File: src/hdl/scet_pkg.sv
// shared constants for the sensor control word, training pattern and exposure timing link
package scet_pkg;
   // word geometry
   localparam int WL_MAX = 12;
   localparam int AW = 7;
   localparam int DW = 16;
   localparam int CW = 48;
   localparam int BURST = 128;
   localparam int OV_MULT = 34;
   localparam int FOT_ADD = 2;
   // control word bit positions
   localparam int CB_PIX = 0;
   localparam int CB_ROW = 1;
   localparam int CB_FRM = 2;
   localparam int CB_FOT = 3;
   localparam int CB_INTA = 4;
   localparam int CB_INTB = 5;
   localparam int CB_ZERO = 6;
   localparam int CB_ONE = 7;
   localparam logic [11:0] CW_IDLE = 12'h080;
   // device register addresses
   localparam logic [6:0] A_LINES = 7'h01;
   localparam logic [6:0] A_EXP_MODE = 7'h46;
   localparam logic [6:0] A_EXP_LO = 7'h47;
   localparam logic [6:0] A_EXP_HI = 7'h48;
   localparam logic [6:0] A_FRAMES = 7'h50;
   localparam logic [6:0] A_LANES = 7'h51;
   localparam logic [6:0] A_OVH = 7'h52;
   localparam logic [6:0] A_LINE = 7'h55;
   localparam logic [6:0] A_TP = 7'h59;
   localparam logic [6:0] A_DEPTH = 7'h76;
   localparam logic [6:0] A_RDMODE = 7'h77;
   // device register reset values
   localparam logic [15:0] R_LINES = 16'h0C00;
   localparam logic [7:0] R_EXP_MODE = 8'h00;
   localparam logic [15:0] R_EXP_LO = 16'h0600;
   localparam logic [7:0] R_EXP_HI = 8'h00;
   localparam logic [15:0] R_FRAMES = 16'h0001;
   localparam logic [3:0] R_LANES = 4'h0;
   localparam logic [15:0] R_OVH = 16'h0C01;
   localparam logic [15:0] R_LINE = 16'h0080;
   localparam logic [11:0] R_TP = 12'h055;
   localparam logic [1:0] R_DEPTH = 2'h1;
   localparam logic [1:0] R_RDMODE = 2'h0;
   // bit depth codes
   localparam logic [1:0] DEP_8 = 2'h0;
   localparam logic [1:0] DEP_10 = 2'h1;
   // link timing in core clock cycles
   localparam int BIT_CYC = 4;
   localparam int WR_GAP = 8;
   localparam int PULSE_CYC = 8;
   // controller avalon word offsets
   localparam logic [2:0] O_DADDR = 3'h0;
   localparam logic [2:0] O_DDATA = 3'h1;
   localparam logic [2:0] O_CTRL = 3'h2;
   localparam logic [2:0] O_STAT = 3'h3;
   localparam logic [2:0] O_FCNT = 3'h4;
   localparam logic [2:0] O_LAST = 3'h5;
   // controller command bits
   localparam int C_SEND = 0;
   localparam int C_TEXP = 1;
   localparam int C_FREQ = 2;
   localparam int C_ALIGN = 3;
   localparam int C_WL = 4;
endpackage

File: src/hdl/scet_link_if.sv
// link between the sensor device end and the receiver/controller end
`timescale 1ns/1ps
`default_nettype none
interface scet_link_if #(parameter int LANES = 64);
   // serial link
   logic lclk;
   logic ctrl_lane;
   logic [LANES-1:0] data_lane;
   // register load port, toggle-qualified
   logic reg_wr_tgl;
   logic [scet_pkg::AW-1:0] reg_addr;
   logic [scet_pkg::DW-1:0] reg_wdata;
   // trigger pins
   logic exposure_start_pin;
   logic frame_req_pin;
   modport dev (output lclk, ctrl_lane, data_lane,
      input reg_wr_tgl, reg_addr, reg_wdata, exposure_start_pin, frame_req_pin);
   modport ctl (input lclk, ctrl_lane, data_lane,
      output reg_wr_tgl, reg_addr, reg_wdata, exposure_start_pin, frame_req_pin);
endinterface
`default_nettype wire

File: src/hdl/scet_sensor_dev.sv
// device end: control word, training pattern, exposure and readout sequencer, serialisers
`timescale 1ns/1ps
`default_nettype none
// Functional notes
// - control bits 0-2 flag pixel, row, frame
// - bit3 overhead, bits 4-5 integration blocks
// - control word length follows depth; constants
// - idle control word is bit7 only
// - receiver qualifies pixels by valid flags only
// - fewer lanes stretch row time and flags
// - training word fills all non-pixel data slots
// - primary training word loaded at address 89
// - secondary word: low 8 inverted, top zero
// - secondary word just before each row start
// - row valid without pixel: primary only
// - receiver realigns on the idle control word
// - address 70 picks internal or external exposure
// - external exposure: start pin to request
// - internal exposure length formula, 24-bit count
// - external interval quantised plus overlap
// - line time is setting plus one words
// - overhead lines setting plus two; readout lines
// - readout lines halved subsampled, quartered binned
// - frames per request, internal mode only
// - words sent lsb first, bit0 clock high
// - one word gap between pixel bursts
module scet_sensor_dev #(
   parameter int LANES = 64,
   parameter int BIT_CYC = scet_pkg::BIT_CYC
) (
   // clock and reset
   input wire logic core_clk,
   input wire logic rst,
   // sensor link
   scet_link_if.dev lnk,
   // user side status
   output logic frame_busy
);
   localparam int CW = scet_pkg::CW;

   // pins from the controller pass two flops before use
   logic [2:0] wr_s;
   logic [2:0] te_s;
   logic [2:0] fr_s;
   logic [6:0] wa_s1;
   logic [6:0] wa_s2;
   logic [15:0] wd_s1;
   logic [15:0] wd_s2;
   always_ff @(posedge core_clk) begin
      if (rst) begin
         wr_s <= 3'h0;
         te_s <= 3'h0;
         fr_s <= 3'h0;
         wa_s1 <= 7'h00;
         wa_s2 <= 7'h00;
         wd_s1 <= 16'h0000;
         wd_s2 <= 16'h0000;
      end else begin
         wr_s <= {wr_s[1:0], lnk.reg_wr_tgl};
         te_s <= {te_s[1:0], lnk.exposure_start_pin};
         fr_s <= {fr_s[1:0], lnk.frame_req_pin};
         wa_s1 <= lnk.reg_addr;
         wa_s2 <= wa_s1;
         wd_s1 <= lnk.reg_wdata;
         wd_s2 <= wd_s1;
      end
   end
   // address and data are held long before the toggle moves, so the pair is stable here
   wire wr_ev = wr_s[2] ^ wr_s[1];
   wire te_rise = te_s[1] & ~te_s[2];
   wire fr_rise = fr_s[1] & ~fr_s[2];

   // sequencer registers
   logic [15:0] lines_r;
   logic [7:0] exp_mode_r;
   logic [15:0] exp_lo_r;
   logic [7:0] exp_hi_r;
   logic [15:0] frames_r;
   logic [3:0] lanes_r;
   logic [15:0] ovh_r;
   logic [15:0] line_r;
   logic [11:0] tp_r;
   logic [1:0] depth_r;
   logic [1:0] rdmode_r;
   always_ff @(posedge core_clk) begin
      if (rst) begin
         lines_r <= scet_pkg::R_LINES;
         exp_mode_r <= scet_pkg::R_EXP_MODE;
         exp_lo_r <= scet_pkg::R_EXP_LO;
         exp_hi_r <= scet_pkg::R_EXP_HI;
         frames_r <= scet_pkg::R_FRAMES;
         lanes_r <= scet_pkg::R_LANES;
         ovh_r <= scet_pkg::R_OVH;
         line_r <= scet_pkg::R_LINE;
         tp_r <= scet_pkg::R_TP;
         depth_r <= scet_pkg::R_DEPTH;
         rdmode_r <= scet_pkg::R_RDMODE;
      end else if (wr_ev) begin
         case (wa_s2)
            scet_pkg::A_LINES: lines_r <= wd_s2;
            scet_pkg::A_EXP_MODE: exp_mode_r <= wd_s2[7:0];
            scet_pkg::A_EXP_LO: exp_lo_r <= wd_s2;
            scet_pkg::A_EXP_HI: exp_hi_r <= wd_s2[7:0];
            scet_pkg::A_FRAMES: frames_r <= wd_s2;
            scet_pkg::A_LANES: lanes_r <= wd_s2[3:0];
            scet_pkg::A_OVH: ovh_r <= wd_s2;
            scet_pkg::A_LINE: line_r <= wd_s2;
            scet_pkg::A_TP: tp_r <= wd_s2[11:0];
            scet_pkg::A_DEPTH: depth_r <= wd_s2[1:0];
            scet_pkg::A_RDMODE: rdmode_r <= wd_s2[1:0];
            default: ;
         endcase
      end
   end

   // derived lengths; slot, readout, overhead and exposure lengths counted in word periods
   logic [3:0] wl;
   assign wl = (depth_r == scet_pkg::DEP_8) ? 4'h8 : (depth_r == scet_pkg::DEP_10) ? 4'hA : 4'hC;
   wire ext = exp_mode_r[0];
   wire [2:0] lg = lanes_r[2:0];
   wire one_side = lanes_r[3];
   wire [16:0] lp1 = {1'b0, line_r} + 17'h0_0001;
   wire [22:0] slot = 23'(lp1) << lg;
   wire [12:0] row_valid_flag_len = 13'((14'h0081 << lg) - 14'h0001);
   wire [1:0] rsh = (rdmode_r == 2'h1) ? 2'h1 : (rdmode_r == 2'h2) ? 2'h2 : 2'h0;
   wire [15:0] rows = (lines_r >> rsh) >> (one_side ? 1'b0 : 1'b1);
   wire [CW-1:0] ro_len = CW'(rows) * CW'(slot);
   wire [CW-1:0] fot_len = (CW'(ovh_r[15:8]) + CW'(scet_pkg::FOT_ADD)) * CW'(lp1);
   wire [CW-1:0] ov = CW'(scet_pkg::OV_MULT) * CW'(ovh_r[7:0]);
   wire [23:0] ecount = {exp_hi_r, exp_lo_r} - 24'h00_0001;
   wire [CW-1:0] exp_len = CW'(ecount) * CW'(lp1) + ov + CW'(1);

   // bit and word timing; a word ends on the last bit of the selected depth
   logic [7:0] bc_r;
   logic [3:0] bi_r;
   wire bit_end = (bc_r == 8'(BIT_CYC - 1));
   wire wt = bit_end && (bi_r >= wl - 4'h1);

   // sequencer state
   logic [CW-1:0] ro_left_r;
   logic [CW-1:0] ro_left_nxt;
   logic [CW-1:0] exp_cnt_r;
   logic [CW-1:0] exp_cnt_nxt;
   logic [22:0] off_r;
   logic [22:0] off_nxt;
   logic [15:0] row_r;
   logic [15:0] row_nxt;
   logic [7:0] bpos_r;
   logic [7:0] bpos_nxt;
   logic [15:0] frames_left_r;
   logic [15:0] frames_left_nxt;
   logic fot_pend_r;
   logic fot_pend_nxt;
   logic ext_wait_r;
   logic ext_wait_nxt;
   logic te_pend_r;
   logic te_pend_nxt;
   logic fr_pend_r;
   logic fr_pend_nxt;

   // status of the word about to be sent
   wire frame_overhead = ro_left_r > ro_len;
   wire rd = (ro_left_r != '0) && !frame_overhead;
   wire row_valid_flag = rd && (off_r < 23'(row_valid_flag_len));
   wire pixel_valid_flag = row_valid_flag && (bpos_r != 8'(scet_pkg::BURST));
   wire frame_valid_flag = rd && ((row_r + 16'h0001 < rows) || row_valid_flag);
   wire integ = exp_cnt_r != '0;
   wire last_row = !(row_r + 16'h0001 < rows);
   wire tp2_sel = (frame_overhead && ro_left_r == ro_len + CW'(1)) ||
      (rd && off_r == slot - 23'h00_0001 && !last_row);
   // the overhead only starts once the previous readout is fully out
   wire fot_go = fot_pend_r && !ext_wait_r && exp_cnt_r <= ov && ro_left_r == '0;

   // sequencer next state, stepped once per word period
   always_comb begin
      ro_left_nxt = ro_left_r;
      exp_cnt_nxt = exp_cnt_r;
      off_nxt = off_r;
      row_nxt = row_r;
      bpos_nxt = bpos_r;
      frames_left_nxt = frames_left_r;
      fot_pend_nxt = fot_pend_r;
      ext_wait_nxt = ext_wait_r;
      te_pend_nxt = te_pend_r | te_rise;
      fr_pend_nxt = fr_pend_r | fr_rise;
      if (wt) begin
         // a pin edge arriving in the consuming cycle is kept for the next word
         te_pend_nxt = te_rise;
         fr_pend_nxt = fr_rise;
         if (fot_go) begin
            ro_left_nxt = fot_len + ro_len;
            off_nxt = 23'h00_0000;
            row_nxt = 16'h0000;
            bpos_nxt = 8'h00;
            fot_pend_nxt = 1'b0;
         end else if (ro_left_r != '0) begin
            ro_left_nxt = ro_left_r - CW'(1);
            if (rd && off_r == slot - 23'h00_0001) begin
               off_nxt = 23'h00_0000;
               row_nxt = row_r + 16'h0001;
               bpos_nxt = 8'h00;
            end else if (rd) begin
               off_nxt = off_r + 23'h00_0001;
               bpos_nxt = (bpos_r == 8'(scet_pkg::BURST)) ? 8'h00 : bpos_r + 8'h01;
            end
         end
         if (integ && !ext_wait_r) begin
            exp_cnt_nxt = exp_cnt_r - CW'(1);
         end
         if (ext) begin
            if (fr_pend_r && ext_wait_r) begin
               ext_wait_nxt = 1'b0;
               exp_cnt_nxt = ov;
            end else if (te_pend_r && !fot_pend_r && !integ) begin
               ext_wait_nxt = 1'b1;
               fot_pend_nxt = 1'b1;
               exp_cnt_nxt = CW'(1);
            end
         end else if (fr_pend_r) begin
            frames_left_nxt = frames_r;
         end else if (frames_left_r != 16'h0000 && !fot_pend_r && !integ && ro_left_r <= exp_len - ov) begin
            frames_left_nxt = frames_left_r - 16'h0001;
            fot_pend_nxt = 1'b1;
            exp_cnt_nxt = exp_len;
         end
      end
   end

   // sequencer and bit timer registers
   always_ff @(posedge core_clk) begin
      if (rst) begin
         ro_left_r <= '0;
         exp_cnt_r <= '0;
         off_r <= 23'h00_0000;
         row_r <= 16'h0000;
         bpos_r <= 8'h00;
         frames_left_r <= 16'h0000;
         fot_pend_r <= 1'b0;
         ext_wait_r <= 1'b0;
         te_pend_r <= 1'b0;
         fr_pend_r <= 1'b0;
         bc_r <= 8'h00;
         bi_r <= 4'h0;
      end else begin
         ro_left_r <= ro_left_nxt;
         exp_cnt_r <= exp_cnt_nxt;
         off_r <= off_nxt;
         row_r <= row_nxt;
         bpos_r <= bpos_nxt;
         frames_left_r <= frames_left_nxt;
         fot_pend_r <= fot_pend_nxt;
         ext_wait_r <= ext_wait_nxt;
         te_pend_r <= te_pend_nxt;
         fr_pend_r <= fr_pend_nxt;
         bc_r <= bit_end ? 8'h00 : bc_r + 8'h01;
         bi_r <= wt ? 4'h0 : (bit_end ? bi_r + 4'h1 : bi_r);
      end
   end

   // words for the next slot
   wire [11:0] tp2 = {4'h0, ~tp_r[7:0]};
   wire [11:0] cword = {4'h0, 1'b1, 1'b0, integ, integ, frame_overhead, frame_valid_flag, row_valid_flag, pixel_valid_flag};

   // link clock high in even bits; output and lanes come straight from flops
   logic lclk_r;
   logic [11:0] csh_r;
   logic busy_r;
   always_ff @(posedge core_clk) begin
      if (rst) begin
         lclk_r <= 1'b1;
         csh_r <= scet_pkg::CW_IDLE;
         busy_r <= 1'b0;
      end else begin
         if (bit_end) begin
            lclk_r <= wt | bi_r[0];
         end
         if (wt) begin
            csh_r <= cword;
         end else if (bit_end) begin
            csh_r <= csh_r >> 1;
         end
         busy_r <= fot_pend_r | integ | (ro_left_r != '0);
      end
   end
   assign lnk.lclk = lclk_r;
   assign lnk.ctrl_lane = csh_r[0];
   assign frame_busy = busy_r;

   // one serialiser per data lane; pixels are a lane/position test pattern
   genvar l;
   generate
      for (l = 0; l < LANES; l++) begin : g_lane
         localparam logic [3:0] LID = 4'(l);
         logic [11:0] sh_r;
         wire [11:0] word = pixel_valid_flag ? {LID, bpos_r} : (tp2_sel ? tp2 : tp_r);
         always_ff @(posedge core_clk) begin
            if (rst) begin
               sh_r <= 12'h000;
            end else if (wt) begin
               sh_r <= word;
            end else if (bit_end) begin
               sh_r <= sh_r >> 1;
            end
         end
         assign lnk.data_lane[l] = sh_r[0];
      end
   endgenerate
endmodule
`default_nettype wire

File: src/flat_wrapper.sv
// flat-port wrapper written by rule: the top's interface ports become plain ports
module scet_sensor_dev_flat 
#(
   parameter int LANES = 64,
   parameter int BIT_CYC = scet_pkg::BIT_CYC
)
  (core_clk, rst, frame_busy, lnk_lclk, lnk_ctrl_lane, lnk_data_lane, lnk_reg_wr_tgl, lnk_reg_addr, lnk_reg_wdata, lnk_exposure_start_pin, lnk_frame_req_pin);
  scet_link_if #(.LANES(LANES)) lnk_i ();
  input wire logic core_clk;
  input wire logic rst;
  output logic frame_busy;
  output wire logic [$bits(lnk_i.lclk)-1:0] lnk_lclk;
  output wire logic [$bits(lnk_i.ctrl_lane)-1:0] lnk_ctrl_lane;
  output wire logic [$bits(lnk_i.data_lane)-1:0] lnk_data_lane;
  input wire logic [$bits(lnk_i.reg_wr_tgl)-1:0] lnk_reg_wr_tgl;
  input wire logic [$bits(lnk_i.reg_addr)-1:0] lnk_reg_addr;
  input wire logic [$bits(lnk_i.reg_wdata)-1:0] lnk_reg_wdata;
  input wire logic [$bits(lnk_i.exposure_start_pin)-1:0] lnk_exposure_start_pin;
  input wire logic [$bits(lnk_i.frame_req_pin)-1:0] lnk_frame_req_pin;
  assign lnk_lclk = lnk_i.lclk;
  assign lnk_ctrl_lane = lnk_i.ctrl_lane;
  assign lnk_data_lane = lnk_i.data_lane;
  assign lnk_i.reg_wr_tgl = lnk_reg_wr_tgl;
  assign lnk_i.reg_addr = lnk_reg_addr;
  assign lnk_i.reg_wdata = lnk_reg_wdata;
  assign lnk_i.exposure_start_pin = lnk_exposure_start_pin;
  assign lnk_i.frame_req_pin = lnk_frame_req_pin;
  scet_sensor_dev #(.LANES(LANES), .BIT_CYC(BIT_CYC)) u_core (.core_clk(core_clk), .rst(rst), .lnk(lnk_i), .frame_busy(frame_busy));
endmodule
File: config.mk
export PLATFORM = sky130hd
export DESIGN_NAME = scet_sensor_dev_flat
export DESIGN_NICKNAME = d
export VERILOG_FILES = /design/src/hdl/scet_pkg.sv /design/src/hdl/scet_link_if.sv /design/src/hdl/scet_sensor_dev.sv /design/src/flat_wrapper.sv
export SDC_FILE = /design/constraint.sdc
export NUM_CORES = 2
export LEC_CHECK = 0
export BUFFER_PORTS_ARGS = -buffer_cell sky130_fd_sc_hd__buf_2
export CELL_PAD_IN_SITES_DETAIL_PLACEMENT = 0
export CELL_PAD_IN_SITES_GLOBAL_PLACEMENT = 1
export CORE_AREA = 5 5 409 411
export DETAILED_ROUTE_END_ITERATION = 12
export DIE_AREA = 0 0 414 416
export GPL_TIMING_DRIVEN = 0
export HOLD_SLACK_MARGIN = 0.03
export MAX_ROUTING_LAYER = met4
export PLACE_DENSITY_LB_ADDON = 0.1
export SLEW_MARGIN = 20
export SYNTH_ARGS = -nofsm -noshare
export SYNTH_HDL_FRONTEND = slang
export SYNTH_SLANG_ARGS = --single-unit
File: constraint.sdc
create_clock -name core_clk -period 32.6 [get_ports core_clk]
set_input_delay 8.15 -clock core_clk [delete_from_list [all_inputs] [get_ports core_clk]]
set_output_delay 8.15 -clock core_clk [all_outputs]
set_load 0.01 [all_outputs]
==> results <==
- The flow ran to the end, and the final reports show no timing, DRC or antenna violations.
- In this run, the number of DRC markers left after iteration 0 of detailed routing was 4,532.
- The floorplan die height is 416 um.
- The core area is 164,000 um2.
- The number of antenna violations at the first check in global routing is 3.
- Before antenna repair, the detailed router went through 6 iterations.
- For this design, the slowest cell found on the critical path is xor2_1.
- The critical-path maximum fanout is 10.
- The final count of pins violating max slew is 0.
- The detailed router put a total of 111 mm of wire on met1.
- The worst vdd rail ir drop is 0.0406 mV.
- The final design instance area without fill is 70,500 um2.
- After detailed routing, the number of remaining DRC violations is 0.
- The detail route stage leaves a number of antenna-violating nets equal to 0.
- The count of cells in the finished layout, fillers not included, comes to 10,400.
- The first global-routing pass estimated 371 mm of wire.
- The cell occurring most often along the worst timing path is fa_1.
- For this run, asynchronously set or reset flops after synthesis account for 0.
- The data arrival time of the critical path is 18.40 ns.
- Of the synthesized area, sequential elements account for 0.157.
- After layout, the minimum clock period comes to 17.78 ns.
- The final setup skew is 0.0758 ns.
- Of the available clock period, the critical path in the final layout requires 0.546.
- The instance area after placement is 68,300 um2.
- Ranked by total cell area, the synthesized netlist is headed by fa_1, dfxtp_1, ha_1, nand2_1, inv_1.
- The leakage component of the power is 0.0311 uW.
- The clock net sink count is 507.
- In the synthesized netlist the dominant register cell turns out to be dfxtp_1.
- The sum of met2 wire segment lengths after detailed routing is 114 mm.
- The cell area that synthesis handed to floorplanning was 64,700 um2.
- Input and output buffers added on the ports amount to 93.
- The cell accounting for the most synthesized area is fa_1.
- Counting along the longest clock path gives a buffer depth of 3.
- After clock tree synthesis, the clock-pin slew on the worst setup and hold paths is 0.06 ns.
- The count of standard-cell rows is 149.
- Measured against its own limit, the worst slew margin works out to 0.168.
- Counting buffers and inverters, the worst setup path is 51 cells deep.
- For the worst-skew pair, the clock arrives at the later sink with an insertion delay of 0.70 ns.
- For the worst flop-to-flop path, the logic depth is 51.
- The worst hold path belongs to the class reg2reg.
- The synthesized netlist contains 117 unique library cells.
- The synthesized instance count is 8,005.
- At the pin with the least slew margin, the transition time is 1.21 ns.
- Entering global routing, the biggest net connects 20 pins.
- The worst setup path is launched from a flop.
- The area share of the leading cell type in the synthesized netlist is 0.237.
- The number of placed instances, taps included, is 10,300.
- The detailed placement HPWL is 202 mm.
- The maximum clock frequency is 56.2 MHz.
- The family with the most delay on the worst path is simple AND/OR/NAND/NOR gates.
- The tree is rooted in a clkbuf_16.
- The clock tree from TritonCTS is yes.
- The area growth from synthesis to layout is 9.04%.
- The register bit count reported by yosys is 507.
- Counting both buffers and inverters, the worst setup path holds a total of 7.
- The Yosys step of the flow raised 0 warnings.
- The setup TNS after final layout is 0 ns.
- For this block, the routed nets add up to 246 mm of wire.
- The routed layout has 57,800 vias.
- The number of clock buffers inserted by TritonCTS is 59.
- The number of resized instances in the post-cts repair step is 0.
- The total count of hold-check failures in the final report is 0.
- The total I/O pin count is 95.
- Routability-driven placement finished with a final weighted congestion of 0.946.
- The all-layer global routing usage is 0.288.
- For the worst setup path, the data required time is 33.21 ns.
- The number of setup buffers added after CTS is 0.
- The starting utilization of the core area is 0.395.
- The number of hold buffers added after CTS was 0.
- Max-cap violations in this run came to 0.
- The top routing layer in use is met4.
- The met3 wirelength from detailed routing is 11.6 mm.
- The synthesized area per cell is 8.08 um2.
- After detailed routing, the average wire length per cell comes to 23.6 um.
- The final count of negative-setup-slack endpoints is 0.
- The floorplan step defined a die boundary enclosing 172,000 um2.
- Setup repair after global routing left no endpoint under its margin.
- The number of synthesized flops with an enable pin is 0.
- The count of nets after finishing is 9,436.
- The worst setup path is captured at a flop.
- The via density per instance is 5.54.
- Across all hold checks on the routed design, the worst slack comes to 0.398 ns.
- For this run, the slowest stage of the critical path takes 0.76 ns.
- The number of global-route vias before repair came to 57,600.
- The clock tree synthesis step divided the H-tree into 2 levels.
- In the final layout, the share of cells above drive strength 1 is 0.0678.
- The overall die width is 414 um.
- The total global routing overflow is 0.
- Counting instances, the worst hold path has a depth of 1.
- Power spread over the standard cell area amounts to 20.9 nW/um2.
- The critical setup path kind is reg2reg.
- The post-synthesis net count is 9,262.
[sequential cells by signal, summed over array words and instances (netlist names), 23 cells and up]
| name | cells |
|---|---|
| u_core.g_lane.sh_r | 158 |
| u_core.ro_left_r | 48 |
| u_core.off_r | 23 |
| u_core.exp_cnt_r | 48 |
[placed cells by master (no fill, tap or decap), drive strengths merged, types with 135 or more instances in the layout]
master | synthesis | routed
inv | 963 | 963
xnor2 | 218 | 218
nand2 | 997 | 997
buf | 122 | 235
nor2 | 872 | 872
nor3 | 296 | 296
xor2 | 151 | 151
dfxtp | 507 | 507
clkbuf | 368 | 443
fa | 765 | 765
ha | 464 | 464
nand3 | 135 | 135
a21oi | 339 | 339
o21ai | 235 | 235
nor4 | 192 | 192
[cell usage after synthesis (86+ instances only)]
cell type / n
nand2_1: 996
inv_1: 961
nor2_1: 869
fa_1: 765
dfxtp_1: 507
ha_1: 464
clkbuf_1: 367
a21oi_1: 337
nor3_1: 294
o21ai_0: 221
xnor2_1: 217
xor2_1: 151
nand3_1: 133
nor2b_1: 123
nor4_1: 104
a21o_1: 100
nor4_2: 86
[where the power goes]
group / switching [uW] / total, uW / internal, uW
Combinational: 59.3 / 94.4 / 35.0
Clock: 305 / 732 / 427
Sequential: 13.9 / 650 / 636
[stage by stage]
step / utilization / worst slack (ns) / power [uW]
5_1_grt: 0.431 / 13.99 / 1520
3_3_place_gp: 0.415 / 14.89 / 756
4_1_cts: 0.431 / 15.03 / 1490
6_report: 0.431 / 14.82 / 1480
2_1_floorplan: - / 19.35 / 721
3_5_place_dp: 0.418 / 15.13 / 758
[layer usage]
layer / global-route usage / up-vias
li1: - / 26900
met2: 0.466 / 1632
met1: 0.385 / 29000
met5: - / -
met4: 0.0869 / 0
met3: 0.0258 / 293
[cell families after synthesis]
kind of cell | after synthesis | synth area share
compound gates | 1200 | 0.124
fa+ha+maj | 1229 | 0.327
buf+inv | 1455 | 0.0897
mux | 84 | 0.0133
flops | 507 | 0.157
simple gates | 3160 | 0.239
xor+xnor | 370 | 0.0504
[worst reg2reg max path: cells and delay by family, from the launching register on]
kind                       cells  cell delay, ns
adders and majority gates      8            3.84
DFF                            1            0.30
buffers and inverters          7            1.67
AOI/OAI and AO/OA             11            3.30
and+or+nand+nor               21            6.73
xor gates and xnor gates       4            1.89
[final timing paths]
kind                                                       from                                 to  slack (ns)
worst min-delay path                 u_core.wd_s1[8]$_SDFF_PP0_         u_core.wd_s2[8]$_SDFF_PP0_        0.40
worst min register to register       u_core.wd_s1[8]$_SDFF_PP0_         u_core.wd_s2[8]$_SDFF_PP0_        0.40
worst max-delay path            u_core.exp_lo_r[6]$_SDFFE_PP0P_  u_core.exp_cnt_r[42]$_SDFFE_PP0P_       14.82
worst max register to register  u_core.exp_lo_r[6]$_SDFFE_PP0P_  u_core.exp_cnt_r[42]$_SDFFE_PP0P_       14.82
[area by class of cell]
cell class | instances | area (um2)
tap | 2189 | 2740
buffer | 490 | 2190
fill | 16900 | 93200
antenna | 1 | 2.50
inverter | 965 | 3620
clock inverter | 35 | 478
multi-input combinational | 6043 | 49000
clock buffer | 75 | 1670
sequential | 507 | 10100
timing repair buffer | 113 | 661
Power figures use the tool's default switching activity.
